--- src/core/cam_regs.svh ---
// register map, field positions, reset values and timing counts of the alarm monitor
// How it works
// RULE1: four alarm channels, each with its own full set of settings.
// RULE2: enable on evaluates the source; off (reset default) does no monitoring.
// RULE3: each channel picks one of sixteen logic flags, index one to sixteen.
// RULE4: alarm rises after the source is true for the delay, 0.3-999.9 s, default 5.0 s.
// RULE5: a false source before the delay ends restarts the timer from zero.
// RULE6: class A-F or Control, default B, reported together with the alarm.
// RULE7: self-acknowledge yes clears the alarm once the fault is gone.
// RULE8: self-acknowledge no (default) keeps the alarm until an outside clear.
// RULE9: lock yes suspends detection while the global inhibit status is true.
// RULE10: lock no (default) monitors continuously, ignoring the inhibit status.
`ifndef CAM_REGS_SVH
`define CAM_REGS_SVH

// byte offsets, one aligned word each
`define CAM_CFG_BASE 8'h00
`define CAM_DLY_BASE 8'h10
`define CAM_ALARM_OFS 8'h20
`define CAM_IST_OFS 8'h24
`define CAM_IMASK_OFS 8'h28
`define CAM_ACK_OFS 8'h2c

// channel configuration word fields
`define CAM_CFG_EN_BIT 0
`define CAM_CFG_SRC_LSB 4
`define CAM_CFG_CLS_LSB 8
`define CAM_CFG_SACK_BIT 12
`define CAM_CFG_LOCK_BIT 13

// reset values and limits, delay in 0.1 s steps
`define CAM_CLS_RST 3'h1
`define CAM_DLY_RST 14'h0032
`define CAM_DLY_MIN 14'h0003
`define CAM_DLY_MAX 14'h270f

// time base: one delay step is 0.1 s
`define CAM_STEP_NS 100000000
`define CAM_CLK_NS 4
`define CAM_STEP_CYCLES (`CAM_STEP_NS / `CAM_CLK_NS)

`endif

--- src/core/cam_pkg.sv ---
// types shared by the alarm monitor
package cam_pkg;
    // alarm class encoding
    typedef enum logic [2:0] {
        CAM_CLS_A,
        CAM_CLS_B,
        CAM_CLS_C,
        CAM_CLS_D,
        CAM_CLS_E,
        CAM_CLS_F,
        CAM_CLS_CONTROL
    } cam_class_type;

    // per-channel settings
    typedef struct packed {
        logic en;
        logic [3:0] src;
        cam_class_type cls;
        logic self_ack;
        logic lock;
        logic [13:0] delay;
    } cam_chan_cfg_type;
endpackage

--- src/core/cam_top.sv ---
// four-channel configurable alarm monitor with apb register access
`include "cam_regs.svh"

module cam_top #(
    parameter int unsigned NUM_CHAN = 4,
    parameter int unsigned STEP_CYCLES = `CAM_STEP_CYCLES
) (
    // clock and reset
    input wire logic sys_clk_i,
    input wire logic resetn_i,
    // apb slave
    input wire logic psel_i,
    input wire logic penable_i,
    input wire logic pwrite_i,
    input wire logic [7:0] paddr_i,
    input wire logic [31:0] pwdata_i,
    output logic [31:0] prdata_o,
    output logic pready_o,
    output logic pslverr_o,
    // monitored flags and global inputs
    input wire logic [15:0] logic_flag_source_i,
    input wire logic monitor_inhibit_i,
    input wire logic ext_ack_i,
    // alarm outputs
    output logic [3:0] alarm_o,
    output logic [11:0] alarm_class_o,
    output logic irq_o
);

    initial
    begin
        if (NUM_CHAN != 4)
            $error("cam_top: exactly four channels are supported");
        if (STEP_CYCLES < 1)
            $error("cam_top: STEP_CYCLES must be at least one");
    end

    // whole module state
    typedef struct packed {
        cam_pkg::cam_chan_cfg_type [3:0] cfg;
        logic [3:0][31:0] sub;
        logic [3:0][13:0] steps;
        logic [3:0] alarm;
        logic [3:0] ist;
        logic [3:0] imask;
        logic [31:0] prdata;
        logic slverr;
    } cam_state_type;

    cam_state_type st_r;
    cam_state_type st_nxt;

    // pack a channel's settings into its configuration word
    function automatic logic [31:0] cfg_word(input cam_pkg::cam_chan_cfg_type c);
        logic [31:0] w;
        w = 32'h0;
        w[`CAM_CFG_EN_BIT] = c.en;
        w[`CAM_CFG_SRC_LSB +: 4] = c.src;
        w[`CAM_CFG_CLS_LSB +: 3] = c.cls;
        w[`CAM_CFG_SACK_BIT] = c.self_ack;
        w[`CAM_CFG_LOCK_BIT] = c.lock;
        return w;
    endfunction

    // keep a written delay inside the legal 0.3 .. 999.9 s range
    function automatic logic [13:0] clamp_delay(input logic [31:0] d);
        logic [13:0] r;
        if (d < 32'(`CAM_DLY_MIN))
            r = `CAM_DLY_MIN;
        else if (d > 32'(`CAM_DLY_MAX))
            r = `CAM_DLY_MAX;
        else
            r = d[13:0];
        return r;
    endfunction

    // an unused class code falls back to control rather than to an undefined class
    function automatic cam_pkg::cam_class_type fix_class(input logic [2:0] c);
        cam_pkg::cam_class_type r;
        if (c > 3'(cam_pkg::CAM_CLS_CONTROL))
            r = cam_pkg::CAM_CLS_CONTROL;
        else
            r = cam_pkg::cam_class_type'(c);
        return r;
    endfunction

    logic wr_acc;
    logic rd_setup;
    logic [3:0] clr_req;
    logic [3:0] alarm_set;
    logic [3:0] evaluate;
    logic [3:0] fault;

    // zero wait states: a write lands at the access edge, read data is fetched in setup
    assign wr_acc = psel_i & penable_i & pwrite_i;
    assign rd_setup = psel_i & ~penable_i;

    always_comb
    begin
        st_nxt = st_r;
        clr_req = 4'h0;
        alarm_set = 4'h0;
        evaluate = 4'h0;
        fault = 4'h0;

        // register writes
        if (wr_acc)
        begin
            if (paddr_i[7:4] == 4'h0)
            begin
                st_nxt.cfg[paddr_i[3:2]].en = pwdata_i[`CAM_CFG_EN_BIT]; // RULE1
                st_nxt.cfg[paddr_i[3:2]].src = pwdata_i[`CAM_CFG_SRC_LSB +: 4]; // RULE3
                st_nxt.cfg[paddr_i[3:2]].cls = fix_class(pwdata_i[`CAM_CFG_CLS_LSB +: 3]);
                st_nxt.cfg[paddr_i[3:2]].self_ack = pwdata_i[`CAM_CFG_SACK_BIT];
                st_nxt.cfg[paddr_i[3:2]].lock = pwdata_i[`CAM_CFG_LOCK_BIT];
            end
            else if (paddr_i[7:4] == 4'h1)
            begin
                st_nxt.cfg[paddr_i[3:2]].delay = clamp_delay(pwdata_i); // RULE4
            end
            else if (paddr_i == `CAM_IMASK_OFS)
            begin
                st_nxt.imask = pwdata_i[3:0];
            end
            else if (paddr_i == `CAM_ACK_OFS)
            begin
                clr_req = pwdata_i[3:0]; // RULE8
            end
        end

        // the discrete acknowledge clears every latched alarm except one whose fault is still held past its delay
        if (ext_ack_i)
            clr_req = 4'hf; // RULE8

        // per-channel detection
        for (int i = 0; i < 4; i++)
        begin
            evaluate[i] = st_r.cfg[i].en && !(st_r.cfg[i].lock && monitor_inhibit_i); // RULE9 RULE10
            fault[i] = logic_flag_source_i[st_r.cfg[i].src]; // RULE3
            if (!st_r.cfg[i].en)
            begin
                // disabled: no timing and no alarm at all
                st_nxt.sub[i] = 32'h0; // RULE2
                st_nxt.steps[i] = 14'h0;
                st_nxt.alarm[i] = 1'b0; // RULE2
            end
            else if (!evaluate[i])
            begin
                // locked out: detection suspended, a latched alarm is kept until an acknowledge clears it
                st_nxt.sub[i] = 32'h0; // RULE9
                st_nxt.steps[i] = 14'h0;
                st_nxt.alarm[i] = st_r.alarm[i] & ~clr_req[i];
            end
            else if (!fault[i])
            begin
                // any interruption restarts the delay from zero
                st_nxt.sub[i] = 32'h0; // RULE5
                st_nxt.steps[i] = 14'h0; // RULE5
                if (st_r.cfg[i].self_ack)
                    st_nxt.alarm[i] = 1'b0; // RULE7
                else
                    st_nxt.alarm[i] = st_r.alarm[i] & ~clr_req[i]; // RULE8
            end
            else if (st_r.steps[i] >= st_r.cfg[i].delay)
            begin
                // delay elapsed: a set always beats a clear in the same cycle
                alarm_set[i] = 1'b1; // RULE4
                st_nxt.alarm[i] = 1'b1;
            end
            else
            begin
                // each channel has its own prescaler so the delay starts exactly at the edge
                if (st_r.sub[i] >= 32'(STEP_CYCLES - 1))
                begin
                    st_nxt.sub[i] = 32'h0;
                    st_nxt.steps[i] = st_r.steps[i] + 14'h1; // RULE4
                end
                else
                begin
                    st_nxt.sub[i] = st_r.sub[i] + 32'h1;
                end
                st_nxt.alarm[i] = st_r.alarm[i] & ~clr_req[i];
            end
        end

        // sticky interrupt status: rising alarms set, write one clears, set wins
        st_nxt.ist = st_r.ist;
        if (wr_acc && paddr_i == `CAM_IST_OFS)
            st_nxt.ist = st_r.ist & ~pwdata_i[3:0];
        st_nxt.ist = st_nxt.ist | (st_nxt.alarm & ~st_r.alarm);

        // read data and error answer, prepared in the setup cycle
        if (rd_setup)
        begin
            st_nxt.prdata = 32'h0;
            st_nxt.slverr = 1'b0;
            if (paddr_i[7:4] == 4'h0 && paddr_i[1:0] == 2'h0)
                st_nxt.prdata = cfg_word(st_r.cfg[paddr_i[3:2]]);
            else if (paddr_i[7:4] == 4'h1 && paddr_i[1:0] == 2'h0)
                st_nxt.prdata = {18'h0, st_r.cfg[paddr_i[3:2]].delay};
            else if (paddr_i == `CAM_ALARM_OFS)
                st_nxt.prdata = {28'h0, st_r.alarm};
            else if (paddr_i == `CAM_IST_OFS)
                st_nxt.prdata = {28'h0, st_r.ist};
            else if (paddr_i == `CAM_IMASK_OFS)
                st_nxt.prdata = {28'h0, st_r.imask};
            else if (paddr_i == `CAM_ACK_OFS)
                st_nxt.prdata = 32'h0;
            else
                st_nxt.slverr = 1'b1;
        end
    end

    // state register, reset to the documented defaults
    always_ff @(posedge sys_clk_i or negedge resetn_i)
    begin
        if (!resetn_i)
        begin
            for (int i = 0; i < 4; i++)
            begin
                st_r.cfg[i].en <= 1'b0; // RULE2
                st_r.cfg[i].src <= 4'h0;
                st_r.cfg[i].cls <= cam_pkg::cam_class_type'(`CAM_CLS_RST); // RULE6
                st_r.cfg[i].self_ack <= 1'b0; // RULE8
                st_r.cfg[i].lock <= 1'b0; // RULE10
                st_r.cfg[i].delay <= `CAM_DLY_RST; // RULE4
                st_r.sub[i] <= 32'h0;
                st_r.steps[i] <= 14'h0;
            end
            st_r.alarm <= 4'h0;
            st_r.ist <= 4'h0;
            st_r.imask <= 4'h0;
            st_r.prdata <= 32'h0;
            st_r.slverr <= 1'b0;
        end
        else
        begin
            st_r <= st_nxt;
        end
    end

    // outputs; the class travels next to each alarm bit
    assign prdata_o = st_r.prdata;
    assign pready_o = 1'b1;
    assign pslverr_o = psel_i & penable_i & st_r.slverr;
    assign alarm_o = st_r.alarm;
    assign irq_o = |(st_r.ist & st_r.imask);

    genvar g;
    generate
        for (g = 0; g < 4; g++)
        begin : g_cls
            assign alarm_class_o[g*3 +: 3] = st_r.cfg[g].cls; // RULE6
        end
    endgenerate
endmodule

--- config.mk ---
export PLATFORM = sky130hd
export DESIGN_NAME = cam_top
export DESIGN_NICKNAME = d
export VERILOG_FILES = /design/src/core/cam_pkg.sv /design/src/core/cam_top.sv
export VERILOG_INCLUDE_DIRS = /design/src /design/src/core
export SDC_FILE = /design/constraint.sdc
export NUM_CORES = 1
export LEC_CHECK = 0
export BUFFER_PORTS_ARGS = -buffer_cell sky130_fd_sc_hd__buf_2
export CORE_ASPECT_RATIO = 2
export CORE_MARGIN = 2
export CORE_UTILIZATION = 40
export CTS_CLUSTER_SIZE = 24
export DETAILED_ROUTE_END_ITERATION = 12
export PLACE_DENSITY = 0.65
export SLEW_MARGIN = 30
export SYNTH_ARGS = -nofsm -noshare
export SYNTH_HDL_FRONTEND = slang
export SYNTH_SLANG_ARGS = --single-unit
--- constraint.sdc ---
create_clock -name sys_clk_i -period 6.6 [get_ports sys_clk_i]
set_clock_uncertainty 0.15 [all_clocks]
set_input_delay 0.66 -clock sys_clk_i [delete_from_list [all_inputs] [get_ports sys_clk_i]]
set_output_delay 0.66 -clock sys_clk_i [all_outputs]
set_load 0.01 [all_outputs]
==> results of run 1 <==
stage by stage:
step / hold slack, ps / utilization (%)
after floorplan: 214.4 / -
after global placement: 309.0 / 41.96
after detailed placement: 309.9 / 42.16
after CTS: 54.92 / 44.47
after global routing: 270.4 / 44.61
final: 283.5 / 44.61
sequential cells by signal, indices dropped and copies added (netlist names):
register       cells
st_r             277
prdata_o          14
alarm_o            4
alarm_class_o     12
worst paths after layout:
check                                            from                    end  slack [ps]  cells after the start
max in group asynchronous                    resetn_i   alarm_o[0]$_DFF_PN0_        4160                      5
min in group asynchronous                    resetn_i  st_r[208]$_DFFE_PN0P_         410                      2
worst min register to register    st_r[0]$_DFFE_PN0P_    st_r[0]$_DFFE_PN0P_         320                      2
worst min-delay path                      pwdata_i[2]     st_r[39]$_DFF_PN0_         280                      4
worst max register to register  st_r[305]$_DFFE_PN1P_  st_r[216]$_DFFE_PN0P_        2840                      9
worst max-delay path            st_r[305]$_DFFE_PN1P_  st_r[216]$_DFFE_PN0P_        2840                      9
kinds of logic (layout without fill, tap and decap cells):
| group | count (synthesis) | after routing | synth area share, % |
|---|---|---|---|
| xor gates and xnor gates | 32 | 32 | 1.596 |
| other | 2 | 19 | 0.04276 |
| AOI/OAI and AO/OA | 406 | 406 | 14.28 |
| DFF | 307 | 307 | 43.86 |
| buffers and inverters | 200 | 242 | 5.671 |
| and+or+nand+nor | 700 | 700 | 19.96 |
| muxes | 118 | 118 | 10.04 |
| adders and majority gates | 64 | 64 | 4.559 |
cell usage after synthesis, types with 4 or more instances:
cell type and count:
and4_1 10, nand2_1 208, mux2i_1 31, buf_6 5
nand4_1 35, xnor2_1 6, o2111ai_1 5, nor2b_1 13
o211ai_1 13, ha_1 64, o31ai_1 49, xor2_1 26
nor3_1 40, dfstp_2 16, a22o_1 7, mux2_2 45
or3_1 29, o21ai_0 149, buf_4 52, nand2b_1 22
nand3_1 81, o21ai_1 12, a21o_1 14, dfrtp_1 291
buf_1 5, clkbuf_1 49, mux4_2 38, a41oi_1 6
and3_1 34, and2_1 12, a21oi_1 84, nor4_1 24
a31oi_1 18, buf_2 10, inv_1 79, o21a_1 15
or4_1 43, nor2_1 127, o41ai_1 5, a221o_1 4
or2_2 9
repair_timing:
| action | CTS | global route |
|---|---|---|
| setup endpoints to repair | 0 | 0 |
| hold buffers | 0 | 1 |
| endpoints found under the hold margin | 0 | 34 |
worst register-to-register path: stages (launching register included):
cell      delay [ps]
dfstp_2          560
inv_1             50
ha_1             280
a21o_1           160
a21oi_1          130
o21ai_0          160
a221oi_4         420
nand3_1          670
nand2_1          860
a21oi_1          130
layout make-up:
type,instances,area [um2]
Inverter,79,296.5
Multi-Input combinational cell,1339,8965
Timing Repair Buffer,110,695.7
Fill cell,4083,24030
Sequential cell,307,7702
Clock buffer,42,874.6
Tap cell,550,688.2
Clock inverter,11,126.4
routing by layer:
| metal | share of wire [%] | track usage (%) | vias to the layer above |
|---|---|---|---|
| li1 | - | - | 6697 |
| met1 | 36 | 21.44 | 7117 |
| met2 | 55 | 39.25 | 336 |
| met3 | 2.8 | 1.542 | 113 |
| met4 | 5.5 | 10.59 | 0 |
| met5 | 0 | 0 | - |
power by group through the flow:
stage | sequential (uW) | combinational, uW | clock, uW
final | 1970 | 339 | 1770
after global routing | 1970 | 375 | 1880
after CTS | 1970 | 339 | 1810
after detailed placement | 2000 | 337 | 0
after global placement | 2000 | 326 | 0
after floorplan | 1980 | 210 | 0
==> impl_metrics.yaml, run 1 <==
run_status:
  outcome: "finished, final reports clean"
floorplan:
  die_w_um: 152.2
  die_h_um: 300.3
  core_area_um2: 43380
  die_area_um2: 45700
  rows: 108
  initial_utilization_pct: 40.49
  ios: 114
clock_network:
  cts_root_buffer: "clkbuf_16"
  clk_latency_ps: 600
  clk_pin_slew_ps: 70
  cts.path.max_buffers: 3
  post_cts_buffers: 0
  tritoncts: "done"
  post_cts_resize_count: 0
  cts_sinks: 307
  numCtsBuffers: 29
  htreeDepth: 1
synthesis:
  ys_seq_area_share_pct: 43.86
  async_flop_share_pct: 100.0
  synth-seq-cells: 307
  avgSynthCellArea_um2: 9.603
  yosysTopAreaCell: "dfrtp_1"
  synth-edff-count: 0
  synth_ff_type: "dfrtp_1"
  netlist_instances: 1829
  synth.distinct_cells: 73
  yosysTopAreaCellShare_pct: 41.46
  synth_area_um2: 17560
  yosysWarnings: 0
  synth_area_leaders: "dfrtp_1 (41%), mux4_2 (4.9%), ha_1 (4.6%)"
final_layout:
  drive_above_1_share_pct: 15.04
  layout_common_cells: "dfrtp_1 (291), nand2_1 (208), o21ai_0 (149)"
  final_common_cell: "dfrtp_1"
  final_cells: 2438
  syn2layout_area_growth_pct: 10.17
  stdcell_area_um2: 19350
  nNetsFinal: 1993
  num_antenna_cells: 0
worst_setup_path:
  crit_path_max_incr_delay_ps: 860
  endpoint_kind: "flip-flop"
  critical_path_arrival_ps: 4010
  cpMostUsedCell: "a21oi_1"
  crit_required_ps: 6850
  worstPathMaxFanout: 25
  path_cells: "inv_1 -> ha_1 -> a21o_1 -> a21oi_1 -> o21ai_0 -> a221oi_4 -> nand3_1 -> nand2_1 -> a21oi_1"
  critPathKind: "flip-flop to flip-flop"
  slowest_stage: "nand2_1"
  crit_path_start_kind: "flip-flop"
  cp_top_family: "simple AND/OR/NAND/NOR gates"
  crit_buf_inv: 1
grt:
  grt_antenna_before_repair: 0
  first_global_vias: 14390
  gr-total-overflow: 0
  grt_pass1_wl_um: 75750
  grt.total_usage_pct: 20.17
  grt_max_degree: 119
sta:
  setup_tns_ps: 0
  drv_slew: 0
  timing.final.ws_setup_ps: 2836
  max_slew_margin_pct: 34.50
  period_minus_slack_ps: 3764
  hold_viol: 0
  grt_setup_unrepaired: "false"
  fin_crit_sh_pct: 57.03
  worst_slew_pin_slew_ps: 977.2
  max_freq_mhz: 265.7
  setup_viol: 0
pwr:
  p_leak_uw: 0.008066
  peakVddDrop_v: 0.0001928
  combPwrFrac_pct: 8.3
  p_int_uw: 3051
  switching_power_uw: 1027
  p_clk_share_pct: 43.4
  p_per_area_nw_per_um2: 210.8
  share_seq_of_total_power_pct: 48.3
  netSwitchingFraction_pct: 25.18
  finalPower_uw: 4078
place:
  portBuffers: 94
  hpwlAfterDp_um: 34230
  dp.cells: 2383
  gp_congestion: 0.8854
  place_ws_ps: 2911
  placed_area_um2: 18290
detailed_routing:
  firstDrtPassIters: 5
  drc_errors: 0
  wire_per_inst_um: 19.17
  vias_per_cell: 5.850
  ant_nets: 0
  first_iter_violations: 913
  routed_wl_um: 46730
  dr_total_vias: 14260
flow_run:
  drv_cap: 0
hold_path:
  hp-class: "primary input to flip-flop"
(Power assumes the default switching activity.)
==> inputs of run 2 (changes only) <==
--- a/config.mk
+++ b/config.mk
@@ -6,13 +6,14 @@
 export SDC_FILE = /design/constraint.sdc
 export NUM_CORES = 1
 export LEC_CHECK = 0
+export ABC_AREA = 1
 export BUFFER_PORTS_ARGS = -buffer_cell sky130_fd_sc_hd__buf_2
 export CORE_ASPECT_RATIO = 2
 export CORE_MARGIN = 2
 export CORE_UTILIZATION = 40
 export CTS_CLUSTER_SIZE = 24
 export DETAILED_ROUTE_END_ITERATION = 12
-export PLACE_DENSITY = 0.65
+export PLACE_DENSITY = 0.66
 export SLEW_MARGIN = 30
 export SYNTH_ARGS = -nofsm -noshare
 export SYNTH_HDL_FRONTEND = slang
==> constraint.sdc (replaced) <==
create_clock -name sys_clk_i -period 3.45 [get_ports sys_clk_i]
set_clock_uncertainty 0.15 [all_clocks]
set_input_delay 0.345 -clock sys_clk_i [delete_from_list [all_inputs] [get_ports sys_clk_i]]
set_output_delay 0.345 -clock sys_clk_i [all_outputs]
set_load 0.01 [all_outputs]
==> run 2 against run 1 <==
Against the previous run:
- critical path depth is 2 higher
- sequential share of layout area is 5.3 points lower
- clock-buffer cell count is 3 lower
- final area is 15% higher
- non-clock buffer count is 21 higher
- first-iteration DRC count is 40% higher
- worst hold slack worse by 250 ps
- largest power group is now clock
- highest routed layer is now met5
==> impl_metrics.yaml, run 2 <==
run_status:
  outcome: "finished, final reports clean"
detailed_routing:
  drc_errors: 0
  dr_total_vias: 19130
  wl_met3_um: 2719
  ant_nets: 0
  wire_per_inst_um: 17.77
  firstDrtPassIters: 7
  vias_per_cell: 5.298
  topRoutingLayerUsed: "met5"
  first_iter_violations: 1282
  routed_wl_um: 64180
  met1_length_um: 21850
  wl_met2_um: 34090
hold_path:
  hold_end: "st_r[239]$_DFFE_PN0P_"
  min_from: "pwdata_i[10]"
  hp-class: "primary input to flip-flop"
  hold_depth: 3
sta:
  setup_viol: 0
  grt_setup_unrepaired: "false"
  hold_viol: 0
  period_minus_slack_ps: 2873
  max_slew_margin_pct: 31.66
  setup_tns_ps: 0
  fin_hold_ws_ps: 37.96
  fin_crit_sh_pct: 83.26
  max_freq_mhz: 348.1
  drv_slew: 0
  worst_slew_pin_slew_ps: 1025
synthesis:
  synth.distinct_cells: 49
  synth_area_leaders: "dfrtp_1 (36%), nand2_1 (17%), nor2_1 (6.6%)"
  netlist_instances: 2891
  yosysTopAreaCellShare_pct: 35.87
  synth-seq-cells: 307
  synth-edff-count: 0
  yosys-top-cells-count: "nand2_1 (912), nor2_1 (358), dfrtp_1 (291)"
  avgSynthCellArea_um2: 7.022
  synth.most_common_cell: "nand2_1"
  synth_area_um2: 20300
  yosysWarnings: 0
  yosysTopAreaCell: "dfrtp_1"
  synth_ff_type: "dfrtp_1"
  async_flop_share_pct: 100.0
  ys_seq_area_share_pct: 37.94
floorplan:
  die_area_um2: 52680
  initial_utilization_pct: 40.54
  die_w_um: 163.3
  core_area_um2: 50070
  die_h_um: 322.6
  rows: 116
  ios: 114
worst_setup_path:
  ff2ff_path_depth: 11
  r2r-start: "st_r[248]$_DFFE_PN0P_"
  cp-startpoint: "st_r[248]$_DFFE_PN0P_"
  rrSetupSlack_ps: 580
  path_cells: "inv_1 -> nand2_1 -> nand3_1 -> nand3_1 -> nand3_1 -> nand2_1 -> nor2_1 -> nand2_1 -> inv_2 -> nand2_1 -> nand2_1"
  slowest_stage: "inv_2"
  critical_path_arrival_ps: 3250
  worstPathMaxFanout: 25
  endpoint_kind: "flip-flop"
  crit_path_start_kind: "flip-flop"
  rr_endpoint: "st_r[104]$_DFFE_PN0P_"
  crit_required_ps: 3830
  critPathKind: "flip-flop to flip-flop"
  cpMostUsedCell: "nand2_1"
  crit_path_max_incr_delay_ps: 510
final_layout:
  final_common_cell: "nand2_1"
  largest_register_ffs: 277
  layout_common_cells: "nand2_1 (912), nor2_1 (356), dfrtp_1 (291)"
  drive_above_1_share_pct: 8.615
  syn2layout_area_growth_pct: 9.868
  nNetsFinal: 3063
  fillers: 5212
  max_flop_register: "st_r"
clock_network:
  tritoncts: "done"
  clk_latency_ps: 590
  cts.path.max_buffers: 3
  post_cts_buffers: 0
  htreeDepth: 1
  cts_sinks: 307
  clk_pin_slew_ps: 70
  numCtsBuffers: 31
  cts_root_buffer: "clkbuf_16"
place:
  portBuffers: 94
  gp_congestion: 0.9222
  hpwlAfterDp_um: 48840
grt:
  first_global_vias: 18850
  gr-total-overflow: 0
  grt.total_usage_pct: 24.28
  grt_antenna_before_repair: 6
  grt_pass1_wl_um: 99930
  grt_max_degree: 81
flow_run:
  drv_cap: 0
pwr:
  peakVddDrop_v: 0.0003600
  p_per_area_nw_per_um2: 379.9
  p_leak_uw: 0.01095
[run 2: changes by cell type after synthesis, sizes merged, moves of 41 or more]
cell / before / now
mux2: 46 / 0
o31ai: 50 / 0
xor2: 26 / 72
inv: 79 / 293
nand3: 82 / 265
or4: 43 / 0
a21oi: 86 / 41
o21ai: 161 / 107
nand2: 209 / 929
nand4: 35 / 92
nor2: 127 / 365
nor3: 41 / 87
mux4: 41 / 0
[run 2: area by class of cell]
cell class                 count  area, um2  area share (%)
clock inverter                18      302.8           1.358
tap                          649      812.0           3.641
clock buffer                  39      855.8           3.837
sequential                   307       7702           34.54
inverter                     296       1116           5.004
antenna                        2      5.005         0.02244
timing repair buffer         131      808.3           3.624
multi-input combinational   2169      10700           47.98
[run 2: logic make-up after synthesis]
kind of cell | count (synthesis) | synth area share [%]
adders and majority gates | 64 | 3.945
DFF | 307 | 37.94
muxes | 23 | 1.134
AOI/OAI and AO/OA | 210 | 6.053
other | 2 | 0.03700
and+or+nand+nor | 1748 | 36.67
xor gates and xnor gates | 105 | 4.530
buffers and inverters | 432 | 9.683
[run 2: where the power goes]
group	switching (uW)	internal, uW	total, uW
Combinational	550	212	762
Clock	1560	2350	3910
Sequential	83.6	3710	3790
Total	2200	6270	8470
[run 2: worst max-delay path by stage]
stage                       endpoint  slack [ps]  cells after the start
4_1_cts        st_r[103]$_DFFE_PN0P_         620                     11
5_1_grt        st_r[104]$_DFFE_PN0P_         480                     11
3_3_place_gp   st_r[106]$_DFFE_PN0P_         690                      8
2_1_floorplan   st_r[84]$_DFFE_PN0P_        1200                     15
6_report       st_r[104]$_DFFE_PN0P_         580                     11
3_5_place_dp   st_r[104]$_DFFE_PN0P_         640                     11
[run 2: metal layers]
metal | global-route usage (%) | up-vias
li1 | - | 9325
met1 | 23.11 | 9013
met2 | 46.09 | 540
met3 | 3.240 | 244
met4 | 18.54 | 10
met5 | 0 | -
[run 2: worst max-delay path: cells and delay by family, from the launching register on]
family | cells | cell delay (ps)
buffers and inverters | 2 | 750
DFF | 1 | 500
and+or+nand+nor | 9 | 1410
[run 2: timing repair]
item                      CTS  global route
resized for setup           0             0
hold endpoints to repair   78             0
hold buffers                5             0
[run 2: stage by stage]
step / worst slack, ps / cell area, um2 / util [%] / total power, uW / instances
CTS: 615.1 / 22300 / 44.53 / 8525 / 3609
finish: 577.5 / 22300 / 44.54 / 8472 / 3611
global placement: 690.7 / 21090 / 42.12 / 4597 / 3547
floorplan: 1201 / 20360 / - / 4270 / 2908
global route: 475.6 / 22300 / 44.54 / 8743 / 3610
detailed placement: 637.5 / 21090 / 42.12 / 4609 / 3547
